<file path="src/uart_frame_pkg.sv">
// Shared constants and types for the low-energy serial frame block
// Behaviour
// One low start bit, one bit period
// Eight or nine data bits, optional parity
// Data bits sent and received LSB first
// High stop bits, one or two
// Format taken from width, stop, parity controls
// Both ends must agree on frame format
// Invert control flips the whole frame
// Change inversion only with receiver off
// Hardware inserts and checks parity bit
// Even or odd count of high bits
// Parity codes: 00 none, 10 even, 11 odd
// Divider: 7-bit integer, 5-bit fraction
// Baud equals clock over one plus divider/256
// Fraction at bits 7:3, integer 14:8
// 300 to 9600 baud at 32.768 kHz
// Timing advances only on module clock edges
// Fraction accumulates, overflow stretches one bit
package uart_frame_pkg;
    localparam int MCLK_HZ = 100_000_000;
    localparam int LF_CLK_HZ = 32_768;
    localparam int BAUD_MIN = 300;
    localparam int BAUD_MAX = 9600;
    // Divider field layout
    localparam int DIV_W = 15;
    localparam int DIV_INT_HI = 14;
    localparam int DIV_INT_LO = 8;
    localparam int DIV_FRAC_HI = 7;
    localparam int DIV_FRAC_LO = 3;
    localparam int DIV_INT_W = DIV_INT_HI - DIV_INT_LO + 1;
    localparam int DIV_FRAC_W = DIV_FRAC_HI - DIV_FRAC_LO + 1;
    localparam int BAUD_CNT_W = DIV_INT_W + 1;
    // Parity mode codes
    localparam logic [1:0] PAR_NONE = 2'h0;
    localparam logic [1:0] PAR_RSVD = 2'h1;
    localparam logic [1:0] PAR_EVEN = 2'h2;
    localparam logic [1:0] PAR_ODD = 2'h3;
    // Frame sizes
    localparam int WORD_W = 9;
    localparam int IDX_W = 4;
    localparam logic [IDX_W-1:0] LAST_IDX_8 = 4'h7;
    localparam logic [IDX_W-1:0] LAST_IDX_9 = 4'h8;
    localparam logic [WORD_W-1:0] WORD_RESET = 9'h000;
    localparam logic [BAUD_CNT_W-1:0] CNT_RESET = 8'h00;
    localparam logic [DIV_FRAC_W-1:0] ACC_RESET = 5'h00;

    typedef enum logic [2:0] {
        TX_IDLE, TX_START, TX_DATA, TX_PARITY, TX_STOP
    } tx_state_type;

    typedef enum logic [2:0] {
        RX_IDLE, RX_START, RX_DATA, RX_PARITY, RX_STOP
    } rx_state_type;
endpackage : uart_frame_pkg

</file>
<file path="src/uart_baud_gen.sv">
// Fractional bit-period generator stepped by low-frequency clock ticks
`timescale 1ns/10ps
module uart_baud_gen (
    // Clock and reset
    input wire logic i_mclk,
    input wire logic i_resetn,
    // Timing control
    input wire logic i_lf_tick,
    input wire logic i_restart,
    input wire logic [uart_frame_pkg::DIV_INT_W-1:0] i_div_int,
    input wire logic [uart_frame_pkg::DIV_FRAC_W-1:0] i_div_frac,
    // Bit timing strobes
    output logic o_bit_mid,
    output logic o_bit_end
);
    import uart_frame_pkg::*;

    logic [BAUD_CNT_W-1:0] cnt_q;
    logic [DIV_FRAC_W-1:0] acc_q;
    logic stretch_q;
    logic [BAUD_CNT_W-1:0] target;
    logic [DIV_FRAC_W:0] acc_sum;

    // Period of one bit is integer+1 ticks, plus one on fraction carry
    assign target = {1'b0, i_div_int} + {{(BAUD_CNT_W-1){1'b0}}, stretch_q};
    assign acc_sum = {1'b0, acc_q} + {1'b0, i_div_frac};
    assign o_bit_end = i_lf_tick && !i_restart && (cnt_q == target);
    assign o_bit_mid = i_lf_tick && !i_restart && (cnt_q == (target >> 1));

    ////////////////////////////////////////////////////////////////////////
    always_ff @(posedge i_mclk) begin
        if (!i_resetn || i_restart) begin
            cnt_q <= CNT_RESET;
        end else if (o_bit_end) begin
            cnt_q <= CNT_RESET;
        end else if (i_lf_tick) begin
            cnt_q <= cnt_q + 8'h01;
        end
    end

    // Accumulator keeps its residue across frames so the rate averages out
    always_ff @(posedge i_mclk) begin
        if (!i_resetn) begin
            acc_q <= ACC_RESET;
            stretch_q <= 1'b0;
        end else if (o_bit_end) begin
            acc_q <= acc_sum[DIV_FRAC_W-1:0];
            stretch_q <= acc_sum[DIV_FRAC_W];
        end
    end

    ////////////////////////////////////////////////////////////////////////
    bit_end_tick_a: assert property (@(posedge i_mclk) disable iff (!i_resetn)
        o_bit_end |-> i_lf_tick)
        else $error("bit end outside a module clock tick");

    frac_carry_a: assert property (@(posedge i_mclk) disable iff (!i_resetn)
        o_bit_end |=> stretch_q == ($past(acc_sum) > 6'h1f))
        else $error("fraction overflow did not stretch next bit");

    bit_period_a: assert property (@(posedge i_mclk) disable iff (!i_resetn)
        (o_bit_end && !$past(i_restart)) |-> cnt_q == {1'b0, i_div_int} + stretch_q)
        else $error("bit period differs from divider");
endmodule : uart_baud_gen

</file>
<file path="src/uart_frame_core.sv">
// Frame transmitter and receiver with parity, inversion and fractional baud
`timescale 1ns/10ps
module uart_frame_core #(
    parameter int DATA_BITS_MAX = 9
) (
    // Clock and reset
    input wire logic i_mclk,
    input wire logic i_resetn,
    // Low-frequency module clock pin
    input wire logic i_low_freq_module_clock,
    // Frame format controls
    input wire logic i_data_width_9,
    input wire logic i_stop_count_sel,
    input wire logic [1:0] i_parity_mode,
    input wire logic i_line_invert,
    input wire logic [uart_frame_pkg::DIV_W-1:0] i_baud_divider,
    input wire logic i_rx_enable,
    // Transmit request
    input wire logic i_tx_valid,
    input wire logic [uart_frame_pkg::WORD_W-1:0] i_tx_data,
    output logic o_tx_ready,
    // Serial line
    output logic o_txd,
    input wire logic i_rxd,
    // Receive result
    output logic o_rx_valid,
    output logic [uart_frame_pkg::WORD_W-1:0] o_rx_data,
    output logic o_rx_parity_err,
    output logic o_rx_frame_err
);
    import uart_frame_pkg::*;

    // Word, shifter and index widths are sized for exactly nine data bits
    if (DATA_BITS_MAX != WORD_W) begin : gen_bad_width
        $error("DATA_BITS_MAX must be 9");
    end

    ////////////////////////////////////////////////////////////////////////
    // Pin synchronisers and module clock tick
    logic [1:0] lf_sync_q;
    logic lf_prev_q;
    logic [1:0] rxd_sync_q;
    logic lf_tick;

    always_ff @(posedge i_mclk) begin
        if (!i_resetn) begin
            lf_sync_q <= 2'h0;
            lf_prev_q <= 1'b0;
            rxd_sync_q <= 2'h3;
        end else begin
            lf_sync_q <= {lf_sync_q[0], i_low_freq_module_clock};
            lf_prev_q <= lf_sync_q[1];
            rxd_sync_q <= {rxd_sync_q[0], i_rxd};
        end
    end

    // Only rising edges of the slow clock move the frame logic
    assign lf_tick = lf_sync_q[1] && !lf_prev_q;

    logic [DIV_INT_W-1:0] div_int;
    logic [DIV_FRAC_W-1:0] div_frac;
    assign div_int = i_baud_divider[DIV_INT_HI:DIV_INT_LO];
    assign div_frac = i_baud_divider[DIV_FRAC_HI:DIV_FRAC_LO];

    ////////////////////////////////////////////////////////////////////////
    // Transmitter
    tx_state_type tx_st_q;
    logic [WORD_W-1:0] tx_sh_q;
    logic [WORD_W-1:0] tx_word_q;
    logic [IDX_W-1:0] tx_idx_q;
    logic [IDX_W-1:0] tx_last_q;
    logic tx_par_en_q;
    logic tx_odd_q;
    logic tx_par_q;
    logic tx_stop2_q;
    logic tx_stop_idx_q;
    logic tx_load;
    logic tx_end;
    logic tx_bit;
    logic txd_q;
    logic [WORD_W-1:0] tx_masked;

    assign o_tx_ready = (tx_st_q == TX_IDLE);
    assign tx_load = i_tx_valid && o_tx_ready;
    assign tx_masked = i_data_width_9 ? i_tx_data : {1'b0, i_tx_data[WORD_W-2:0]};

    uart_baud_gen tx_baud (
        .i_mclk(i_mclk),
        .i_resetn(i_resetn),
        .i_lf_tick(lf_tick),
        .i_restart(tx_load),
        .i_div_int(div_int),
        .i_div_frac(div_frac),
        .o_bit_mid(),
        .o_bit_end(tx_end)
    );

    // Width, parity and stop count are latched per frame; inversion and divider act live
    always_ff @(posedge i_mclk) begin
        if (!i_resetn) begin
            tx_word_q <= WORD_RESET;
            tx_last_q <= LAST_IDX_8;
            tx_par_en_q <= 1'b0;
            tx_odd_q <= 1'b0;
            tx_par_q <= 1'b0;
            tx_stop2_q <= 1'b0;
        end else if (tx_load) begin
            tx_word_q <= tx_masked;
            tx_last_q <= i_data_width_9 ? LAST_IDX_9 : LAST_IDX_8;
            tx_par_en_q <= i_parity_mode[1];
            tx_odd_q <= (i_parity_mode == PAR_ODD);
            tx_par_q <= (^tx_masked) ^ (i_parity_mode == PAR_ODD);
            tx_stop2_q <= i_stop_count_sel;
        end
    end

    always_ff @(posedge i_mclk) begin
        if (!i_resetn) begin
            tx_st_q <= TX_IDLE;
            tx_idx_q <= 4'h0;
            tx_stop_idx_q <= 1'b0;
            tx_sh_q <= WORD_RESET;
        end else if (tx_load) begin
            tx_st_q <= TX_START;
            tx_sh_q <= tx_masked;
        end else if (tx_end) begin
            case (tx_st_q)
                TX_START: begin
                    tx_st_q <= TX_DATA;
                    tx_idx_q <= 4'h0;
                end
                TX_DATA: begin
                    tx_sh_q <= tx_sh_q >> 1;
                    tx_idx_q <= tx_idx_q + 4'h1;
                    if (tx_idx_q == tx_last_q) begin
                        tx_st_q <= tx_par_en_q ? TX_PARITY : TX_STOP;
                        tx_stop_idx_q <= 1'b0;
                    end
                end
                TX_PARITY: begin
                    tx_st_q <= TX_STOP;
                end
                TX_STOP: begin
                    if (tx_stop2_q && !tx_stop_idx_q) begin
                        tx_stop_idx_q <= 1'b1;
                    end else begin
                        tx_st_q <= TX_IDLE;
                    end
                end
                default: begin
                    tx_st_q <= TX_IDLE;
                end
            endcase
        end
    end

    always_comb begin
        case (tx_st_q)
            TX_START: tx_bit = 1'b0;
            TX_DATA: tx_bit = tx_sh_q[0];
            TX_PARITY: tx_bit = tx_par_q;
            default: tx_bit = 1'b1;
        endcase
    end

    always_ff @(posedge i_mclk) begin
        if (!i_resetn) begin
            txd_q <= 1'b1;
        end else begin
            txd_q <= tx_bit ^ i_line_invert;
        end
    end
    assign o_txd = txd_q;

    ////////////////////////////////////////////////////////////////////////
    // Receiver
    rx_state_type rx_st_q;
    logic rx_line;
    logic rx_prev_q;
    logic rx_start;
    logic rx_mid;
    logic [WORD_W-1:0] rx_sh_q;
    logic [IDX_W-1:0] rx_idx_q;
    logic [IDX_W-1:0] rx_last_q;
    logic rx_w9_q;
    logic rx_par_en_q;
    logic rx_odd_q;
    logic rx_pbit_q;
    logic rx_stop2_q;
    logic rx_stop_idx_q;
    logic rx_ferr_q;
    logic rx_done;

    // Inversion is applied live; changing it mid-frame corrupts that frame
    assign rx_line = rxd_sync_q[1] ^ i_line_invert;
    assign rx_start = lf_tick && (rx_st_q == RX_IDLE) && i_rx_enable && rx_prev_q && !rx_line;
    assign rx_done = rx_mid && (rx_st_q == RX_STOP) && !(rx_stop2_q && !rx_stop_idx_q);

    uart_baud_gen rx_baud (
        .i_mclk(i_mclk),
        .i_resetn(i_resetn),
        .i_lf_tick(lf_tick),
        .i_restart(rx_start),
        .i_div_int(div_int),
        .i_div_frac(div_frac),
        .o_bit_mid(rx_mid),
        .o_bit_end()
    );

    // Idle level sampled on each tick to find the start edge
    always_ff @(posedge i_mclk) begin
        if (!i_resetn) begin
            rx_prev_q <= 1'b1;
        end else if (lf_tick) begin
            rx_prev_q <= rx_line;
        end
    end

    always_ff @(posedge i_mclk) begin
        if (!i_resetn) begin
            rx_last_q <= LAST_IDX_8;
            rx_w9_q <= 1'b0;
            rx_par_en_q <= 1'b0;
            rx_odd_q <= 1'b0;
            rx_stop2_q <= 1'b0;
        end else if (rx_start) begin
            rx_last_q <= i_data_width_9 ? LAST_IDX_9 : LAST_IDX_8;
            rx_w9_q <= i_data_width_9;
            rx_par_en_q <= i_parity_mode[1];
            rx_odd_q <= (i_parity_mode == PAR_ODD);
            rx_stop2_q <= i_stop_count_sel;
        end
    end

    always_ff @(posedge i_mclk) begin
        if (!i_resetn || !i_rx_enable) begin
            rx_st_q <= RX_IDLE;
            rx_idx_q <= 4'h0;
            rx_sh_q <= WORD_RESET;
            rx_pbit_q <= 1'b0;
            rx_stop_idx_q <= 1'b0;
            rx_ferr_q <= 1'b0;
        end else if (rx_start) begin
            rx_st_q <= RX_START;
            rx_ferr_q <= 1'b0;
        end else if (rx_mid) begin
            case (rx_st_q)
                RX_START: begin
                    // A start bit gone high at mid-bit was a glitch
                    rx_st_q <= rx_line ? RX_IDLE : RX_DATA;
                    rx_idx_q <= 4'h0;
                end
                RX_DATA: begin
                    rx_sh_q <= {rx_line, rx_sh_q[WORD_W-1:1]};
                    rx_idx_q <= rx_idx_q + 4'h1;
                    if (rx_idx_q == rx_last_q) begin
                        rx_st_q <= rx_par_en_q ? RX_PARITY : RX_STOP;
                        rx_stop_idx_q <= 1'b0;
                    end
                end
                RX_PARITY: begin
                    rx_pbit_q <= rx_line;
                    rx_st_q <= RX_STOP;
                end
                RX_STOP: begin
                    rx_ferr_q <= rx_ferr_q || !rx_line;
                    if (rx_stop2_q && !rx_stop_idx_q) begin
                        rx_stop_idx_q <= 1'b1;
                    end else begin
                        rx_st_q <= RX_IDLE;
                    end
                end
                default: begin
                    rx_st_q <= RX_IDLE;
                end
            endcase
        end
    end

    logic [WORD_W-1:0] rx_word;
    assign rx_word = rx_w9_q ? rx_sh_q : {1'b0, rx_sh_q[WORD_W-1:1]};

    always_ff @(posedge i_mclk) begin
        if (!i_resetn) begin
            o_rx_valid <= 1'b0;
            o_rx_data <= WORD_RESET;
            o_rx_parity_err <= 1'b0;
            o_rx_frame_err <= 1'b0;
        end else begin
            o_rx_valid <= rx_done;
            if (rx_done) begin
                o_rx_data <= rx_word;
                o_rx_parity_err <= rx_par_en_q && ((^rx_word) ^ rx_pbit_q ^ rx_odd_q);
                o_rx_frame_err <= rx_ferr_q || !rx_line;
            end
        end
    end

    ////////////////////////////////////////////////////////////////////////
    start_level_a: assert property (@(posedge i_mclk) disable iff (!i_resetn)
        tx_st_q == TX_START |=> o_txd == $past(i_line_invert))
        else $error("start bit not at active low level");

    stop_level_a: assert property (@(posedge i_mclk) disable iff (!i_resetn)
        tx_st_q == TX_STOP |=> o_txd == !$past(i_line_invert))
        else $error("stop bit not at idle level");

    lsb_first_a: assert property (@(posedge i_mclk) disable iff (!i_resetn)
        (tx_st_q == TX_DATA) |-> tx_sh_q[0] == tx_word_q[tx_idx_q])
        else $error("data bit order is not LSB first");

    parity_value_a: assert property (@(posedge i_mclk) disable iff (!i_resetn)
        tx_st_q == TX_PARITY |-> tx_par_q == ((^tx_word_q) ^ tx_odd_q))
        else $error("transmitted parity wrong");

    no_parity_a: assert property (@(posedge i_mclk) disable iff (!i_resetn)
        (tx_st_q == TX_DATA && tx_end && tx_idx_q == tx_last_q && !tx_par_en_q)
        |=> tx_st_q == TX_STOP)
        else $error("parity bit sent while parity off");

    data_count_a: assert property (@(posedge i_mclk) disable iff (!i_resetn)
        (tx_st_q == TX_DATA && tx_end && tx_idx_q != tx_last_q) |=> tx_st_q == TX_DATA)
        else $error("data phase ended early");

    two_stops_a: assert property (@(posedge i_mclk) disable iff (!i_resetn)
        (tx_st_q == TX_STOP && tx_end && tx_stop2_q && !tx_stop_idx_q)
        |=> tx_st_q == TX_STOP && tx_stop_idx_q)
        else $error("second stop bit skipped");

    rx_parity_a: assert property (@(posedge i_mclk) disable iff (!i_resetn)
        rx_done ##1 o_rx_valid |-> o_rx_parity_err ==
            (rx_par_en_q && ((^o_rx_data) ^ rx_pbit_q ^ rx_odd_q)))
        else $error("receive parity check wrong");

    tx_cover_c: cover property (@(posedge i_mclk) tx_st_q == TX_STOP ##1 tx_st_q == TX_IDLE);
    rx_cover_c: cover property (@(posedge i_mclk) o_rx_valid && !o_rx_parity_err);
    perr_cover_c: cover property (@(posedge i_mclk) o_rx_valid && o_rx_parity_err);
    inv_cover_c: cover property (@(posedge i_mclk) o_rx_valid && i_line_invert);
endmodule : uart_frame_core

</file>
<file path="config.mk">
export PLATFORM = sky130hd
export DESIGN_NAME = uart_frame_core
export DESIGN_NICKNAME = d
export VERILOG_FILES = /design/src/uart_frame_pkg.sv /design/src/uart_baud_gen.sv /design/src/uart_frame_core.sv
export SDC_FILE = /design/constraint.sdc
export NUM_CORES = 1
export LEC_CHECK = 0
export BUFFER_PORTS_ARGS = -buffer_cell sky130_fd_sc_hd__buf_4
export CORE_MARGIN = 2
export CORE_UTILIZATION = 40
export CTS_CLUSTER_SIZE = 20
export DETAILED_ROUTE_END_ITERATION = 8
export GPL_TIMING_DRIVEN = 1
export SLEW_MARGIN = 15
export SYNTH_ARGS = -nofsm -noshare
export SYNTH_HDL_FRONTEND = slang
export SYNTH_HIERARCHICAL = 1
export SYNTH_SLANG_ARGS = --single-unit
</file>
<file path="constraint.sdc">
create_clock -name i_mclk -period 3.3 [get_ports i_mclk]
set_input_delay 0.165 -clock i_mclk [delete_from_list [all_inputs] [get_ports i_mclk]]
set_output_delay 0.165 -clock i_mclk [all_outputs]
set_load 0.005 [all_outputs]
</file>
; Word level (Yosys, flattened, before mapping)
; Cells that the tools add are included.
[totals]
register_bits = 98
latchBits = 0
ram_bits = 0
romBits = 0
inputBits = 35
out_inout_bits = 14
elab_cells = 160
mem_count = 0
[op_classes]
addsub = 8
multipliers = 0
n_div = 0
order_cmp = 0
n_eq_ne = 24
shifts = 0
muxes = 28
n_bitwise = 8
n_reduce_logical = 56
[op_table]
columns = cell, count
row1 = 9-bit two-way mux, 5
row2 = 3-bit one-hot mux with 4 select lines, 2
row3 = 3-bit AND reduction, 8
row4 = 3-bit two-way mux, 6
row5 = 9-bit parity, 2
row6 = 7-bit by 1-bit adder with 8-bit output, 2
row7 = "8-bit by 1-bit adder with 8-bit output, second input constant", 2
row8 = 8-bit equality test, 2
row9 = 1-bit logical AND, 16
row10 = 4-bit one-hot mux with 2 select lines, 2
row11 = 2-bit nonzero test, 7
row12 = 5-bit by 5-bit adder with 6-bit output, 2
row13 = "3-bit by 2-bit equality test with 1-bit output, second input constant", 4
row14 = "3-bit by 2-bit inequality test with 1-bit output, second input constant", 4
row15 = "2-bit inequality test, second input constant", 5
row16 = 5-bit AND reduction, 2
row17 = 1-bit zero test, 9
row18 = "4-bit by 1-bit adder with 4-bit output, second input constant", 2
row19 = 4-bit equality test, 2
row20 = 8-bit by 7-bit equality test with 1-bit output, 1
row21 = 1-bit two-way mux, 8
row22 = 2-bit OR reduction, 4
row23 = "3-bit by 1-bit equality test with 1-bit output, second input constant", 2
row24 = "3-bit equality test, second input constant", 2
row25 = other kinds (11), 23

; Longest topological paths before layout
[logic_depth]
depth_word = 11
ltp_mapped = 13
depth_no_buf = 12

; By module
; Netlist, hierarchy kept.
[modules_own_cells]
columns = mod, instances, cells_per_inst, area_per_inst_um2, seq_area_each_um2
row1 = uart_frame_core, 1, 358, 3103.0, 1301.2
row2 = uart_baud_gen at tx_baud, 1, 135, 1181.1, 280.3
row3 = uart_baud_gen at rx_baud, 1, 136, 1141.1, 280.3

; Worst setup path before layout
; No wires, ideal clock.
[synth_timing]
kind = register to register
startpoint = register lf_sync_q[1]
endpoint = register tx_sh_q[0]
setup_time_ns = 0.116
t_arrival_ns = 3.141
t_required_ns = 3.184
setup_slack_ns = 0.043
path_stages_with_launch = 11
path_buffers = 0
synth_period_minus_slack_ns = 3.257
cell_sequence = dfxtp_1 nor2b_1 nand2b_1 a2111oi_2 o21ai_1 nor4_2 nand3b_1 nor2_4 mux2i_1 nand2_1 o211a_1
[synth_via]
elab_chain_len = 5
[synth_lines]
columns = item, line
row1 = "start, declared", uart_frame_core.sv:40  ; logic [1:0] lf_sync_q;
row2 = "start signal, assigned", uart_frame_core.sv:51  ; lf_sync_q <= {lf_sync_q[0], i_low_freq_module_clock};
row3 = 1-bit logical AND, uart_frame_core.sv:58  ; assign lf_tick = lf_sync_q[1] && !lf_prev_q;
row4 = via lf_tick, uart_frame_core.sv:43  ; logic lf_tick;
row5 = 1-bit logical AND (2 in series), uart_baud_gen.sv:27  ; assign o_bit_end = i_lf_tick && !i_restart && (cnt_q == target);
row6 = via tx_end, uart_frame_core.sv:78  ; logic tx_end;
row7 = 2-bit nonzero test (no line), --
row8 = 2-bit AND reduction (no line), --
row9 = "end signal, assigned", uart_frame_core.sv:125  ; tx_sh_q <= tx_masked;
row10 = "end signal, assigned", uart_frame_core.sv:133  ; tx_sh_q <= tx_sh_q >> 1;
row11 = "end, declared", uart_frame_core.sv:68  ; logic [WORD_W-1:0] tx_sh_q;
; The timed path passes the listed nets, and every way through them passes these cells.
; A chain may end at the register's enable or synchronous reset.

; Worst setup path after layout
[layout_timing]
startpoint = register rx_st_q[1]
endpoint = register rx_idx_q[2]
[layout_via]
elab_chain_len = 9
elab_cells_between_ends = 14
classes_between = 2 x eq/ne / 1 x mux / 1 x bitwise / 10 x reduce/logical
[layout_lines]
columns = item, line
row1 = "start, declared", uart_frame_core.sv:177  ; rx_state_type rx_st_q;
row2 = "start signal, assigned", uart_frame_core.sv:250  ; rx_st_q <= rx_line ? RX_IDLE : RX_DATA;
row3 = "start signal, assigned", uart_frame_core.sv:257  ; rx_st_q <= rx_par_en_q ? RX_PARITY : RX_STOP;
row4 = 3-bit zero test, uart_frame_core.sv:196  ; assign rx_start = lf_tick && (rx_st_q == RX_IDLE) && i_rx_enable && rx_prev_q && !rx_line;
row5 = 1-bit logical AND (4 in series), uart_frame_core.sv:196
row6 = via rx_start, uart_frame_core.sv:180  ; logic rx_start;
row7 = 1-bit zero test, uart_baud_gen.sv:28  ; assign o_bit_mid = i_lf_tick && !i_restart && (cnt_q == (target >> 1));
row8 = 1-bit logical AND (2 in series), uart_baud_gen.sv:28
row9 = via rx_mid, uart_frame_core.sv:181  ; logic rx_mid;
row10 = 3-bit AND reduction (no line), --
row11 = "end signal, assigned", uart_frame_core.sv:255  ; rx_idx_q <= rx_idx_q + 4'h1;
row12 = "end, declared", uart_frame_core.sv:183  ; logic [IDX_W-1:0] rx_idx_q;
; The timed path passes the listed nets, and every way through them passes these cells.

==> summary.md <==
| Metric | Value |
|---|---|
| Core region area | `13090 sq um` |
| Final hold violation count | `0` |
| Worst Skew | `0.008784 ns` |
| N_diodes | `0` |
| Hold bufs inserted after CTS | `0` |
| Fin. max-slew vios | `0` |
| First-pass GRT wire length | `19280 um` |
| Via count | `about 4300` |
| PortBufs | `45` |
| Layout cells sized above 1 | `13.10%` |
| Routed wire length | `between 10000 and 15000 um` |
| CTS tree | `built` |
| Minimum hold slack | `about 0.036 ns` |
| Commonest non-fill, non-tap cell in the layout | `nand2_1` |
| Peak supply drop | `0.0002971 V` |
| Worst Hold Class | `in2reg` |
| Slew @ Worst Pin | `a little under 0.7 ns` |
| Setup TNS | `0 ns` |
| DRT Pass-1 Iters | `5` |
| Status | `completed` |
| Largest net degree at the start of global routing | `75` |
| Critical Path AT | `3.23 ns` |
| Die height | `~120 um` |
| Gate power share | `9.5%` |
| GRT Total Usage | `~16%` |
| Row cnt | `between 40 and 50` |
| Synth Net Count | `roughly 670` |
| Register share of total power | `around half` |
| Initial antenna violation count | `0` |
| Netlist Area Pre-Place | `about 5300 sq um` |
| Clk pwr share | `between 40 and 50%` |
| Placed cell area | `~5800 sq um` |
| Area Overhead vs Synth | `14.62%` |
| Total die area | `14200 sq um` |
| Req. time, crit path | `about 3.5 ns` |
| Initial DRC count | `approximately 230` |
| Io pins | `slightly below 50` |
| Starting density of the core | `about two fifths` |
| Ratio of final minimum period to clock period | `roughly nine tenths` |
| Vias in the first global route | `4155` |
| ANT nets after route | `0` |
| Syn avg cell area | `8.685 sq um` |
| Power Density | `384.8 nW/um^2` |
| R2r setup slk | `0.30 ns` |
| Nets | `between 600 and 700` |
| Leakage Power | `between 2 and 2.5 nW` |
| Crit path time final | `3.002 ns` |
| Final Wtd Congestion | `about 0.82` |
| Crit. End Element | `flip-flop` |
| Sw frac | `23.99%` |
| Pre-CTS setup slack | `approximately 0.29 ns` |
| CTS root buffer | `clkbuf_16` |
| WL per Instance | `around 14 um` |
| RSZ-0062 raised after global routing | `true` |
| Clock-pin transition on the worst setup and hold timing paths | `~0.060 ns` |
| CP max FO | `12` |
| Setup Crit Path Kind | `reg2reg` |
| DRC errors left | `0` |
| Filler Cell Count | `between 1000 and 1500` |
| Crit path launch type | `flip-flop` |
| P_sw | `0.0005616 W` |
| Final Setup Violations | `0` |
| Synth warn | `6` |
| P_int | `between 0.0015 and 0.002 W` |
| Setup slack after layout | `~0.3 ns` |
| CTS buffer count | `9` |
| Final Instance Area | `slightly above 6000 sq um` |
| Syn Inst Count | `a little over 600` |
| Post-CTS Resized | `0` |
| Insertion delay to the later sink of the worst-skew pair | `~0.34 ns` |
| Most frequent cells in the layout | `nand2_1 (107), dfxtp_1 (93), buf_4 (56)` |
| Grt total ovfl | `0` |
| Slew headroom | `approximately 53%` |
| Max H-tree Level | `3` |
| Setup bufs post-CTS | `0` |
| Total power | `0.002341 W` |
| Max Root-Sink Buffers | `2` |
| Vias per cell | `5.248` |
| Width of the die | `about 120 um` |
| Hpwl dp | `8132 um` |
| Fmax | `between 300 and 400 MHz` |
| CTS Sinks | `93` |
| Total of max-cap violations | `0` |
## registers in the layout (all words and copies together), names as in the netlist, 2 cells and up
name	count
tx_st_q	3
tx_sh_q	9
o_rx_data	9
rx_baud/acc_q	5
rx_idx_q	4
tx_baud/cnt_q	8
tx_baud/acc_q	5
tx_idx_q	4
rxd_sync_q	2
rx_st_q	3
rx_baud/cnt_q	8
rx_last_q	2
rx_sh_q	9
tx_last_q	2
lf_sync_q	2
## worst paths after layout
check	start	end	cells past startpoint
max reg2reg	rx_st_q[1]$_SDFFE_PP0P_	rx_idx_q[2]$_SDFFE_PP0P_	12
min reg2reg	rxd_sync_q[0]$_SDFF_PN1_	rxd_sync_q[1]$_SDFF_PN1_	1
min	i_rxd	rxd_sync_q[0]$_SDFF_PN1_	2
max	rx_st_q[1]$_SDFFE_PP0P_	rx_idx_q[2]$_SDFFE_PP0P_	12
## stage by stage
stage / cells / util [%]
global route: 825 / 46.48
finish: 825 / 46.48
detailed placement: 808 / 44.21
CTS: 824 / 46.33
global placement: 808 / 44.21
floorplan: 611 / -
## worst max-delay path, stage by stage, from the launching register on
cell and delay [ns]:
dfxtp_1 0.56, nor2_1 0.12, inv_1 0.11, nor4_2 0.06
nand2b_1 0.20, or4_1 0.51, nor3_1 0.27, buf_4 0.20
inv_1 0.10, nor3_1 0.28, nand2_1 0.11, xor2_1 0.15
a311oi_1 0.25
## area by class of cell
cell class	instances	area, sq um	area share (%)
inverters	11	41.29	0.6789
clock inverters	5	35.03	0.5760
flip-flops and latches	93	1862	30.61
multi-input cells	472	3241	53.28
clock buffers	11	242.7	3.991
repair buffers	57	440.4	7.241
well taps	176	220.2	3.621
## layer usage
layer	global-route usage (%)	vias up	part of all wire [%]
met4	5.283	0	1.0
li1	-	2217	-
met5	0	-	0
met2	27.12	69	48
met3	2.395	9	2.6
met1	21.91	2035	49
## power by group through the flow
stage	Combinational [W]	Clock [W]	Sequential (W)
final	0.000222	0.000960	0.00116
after global routing	0.000248	0.00103	0.00116
after CTS	0.000224	0.000993	0.00116
after detailed placement	0.000223	0	0.00118
after global placement	0.000219	0	0.00118
after floorplan	0.000152	0	0.00118
(Power assumes the default switching activity.)
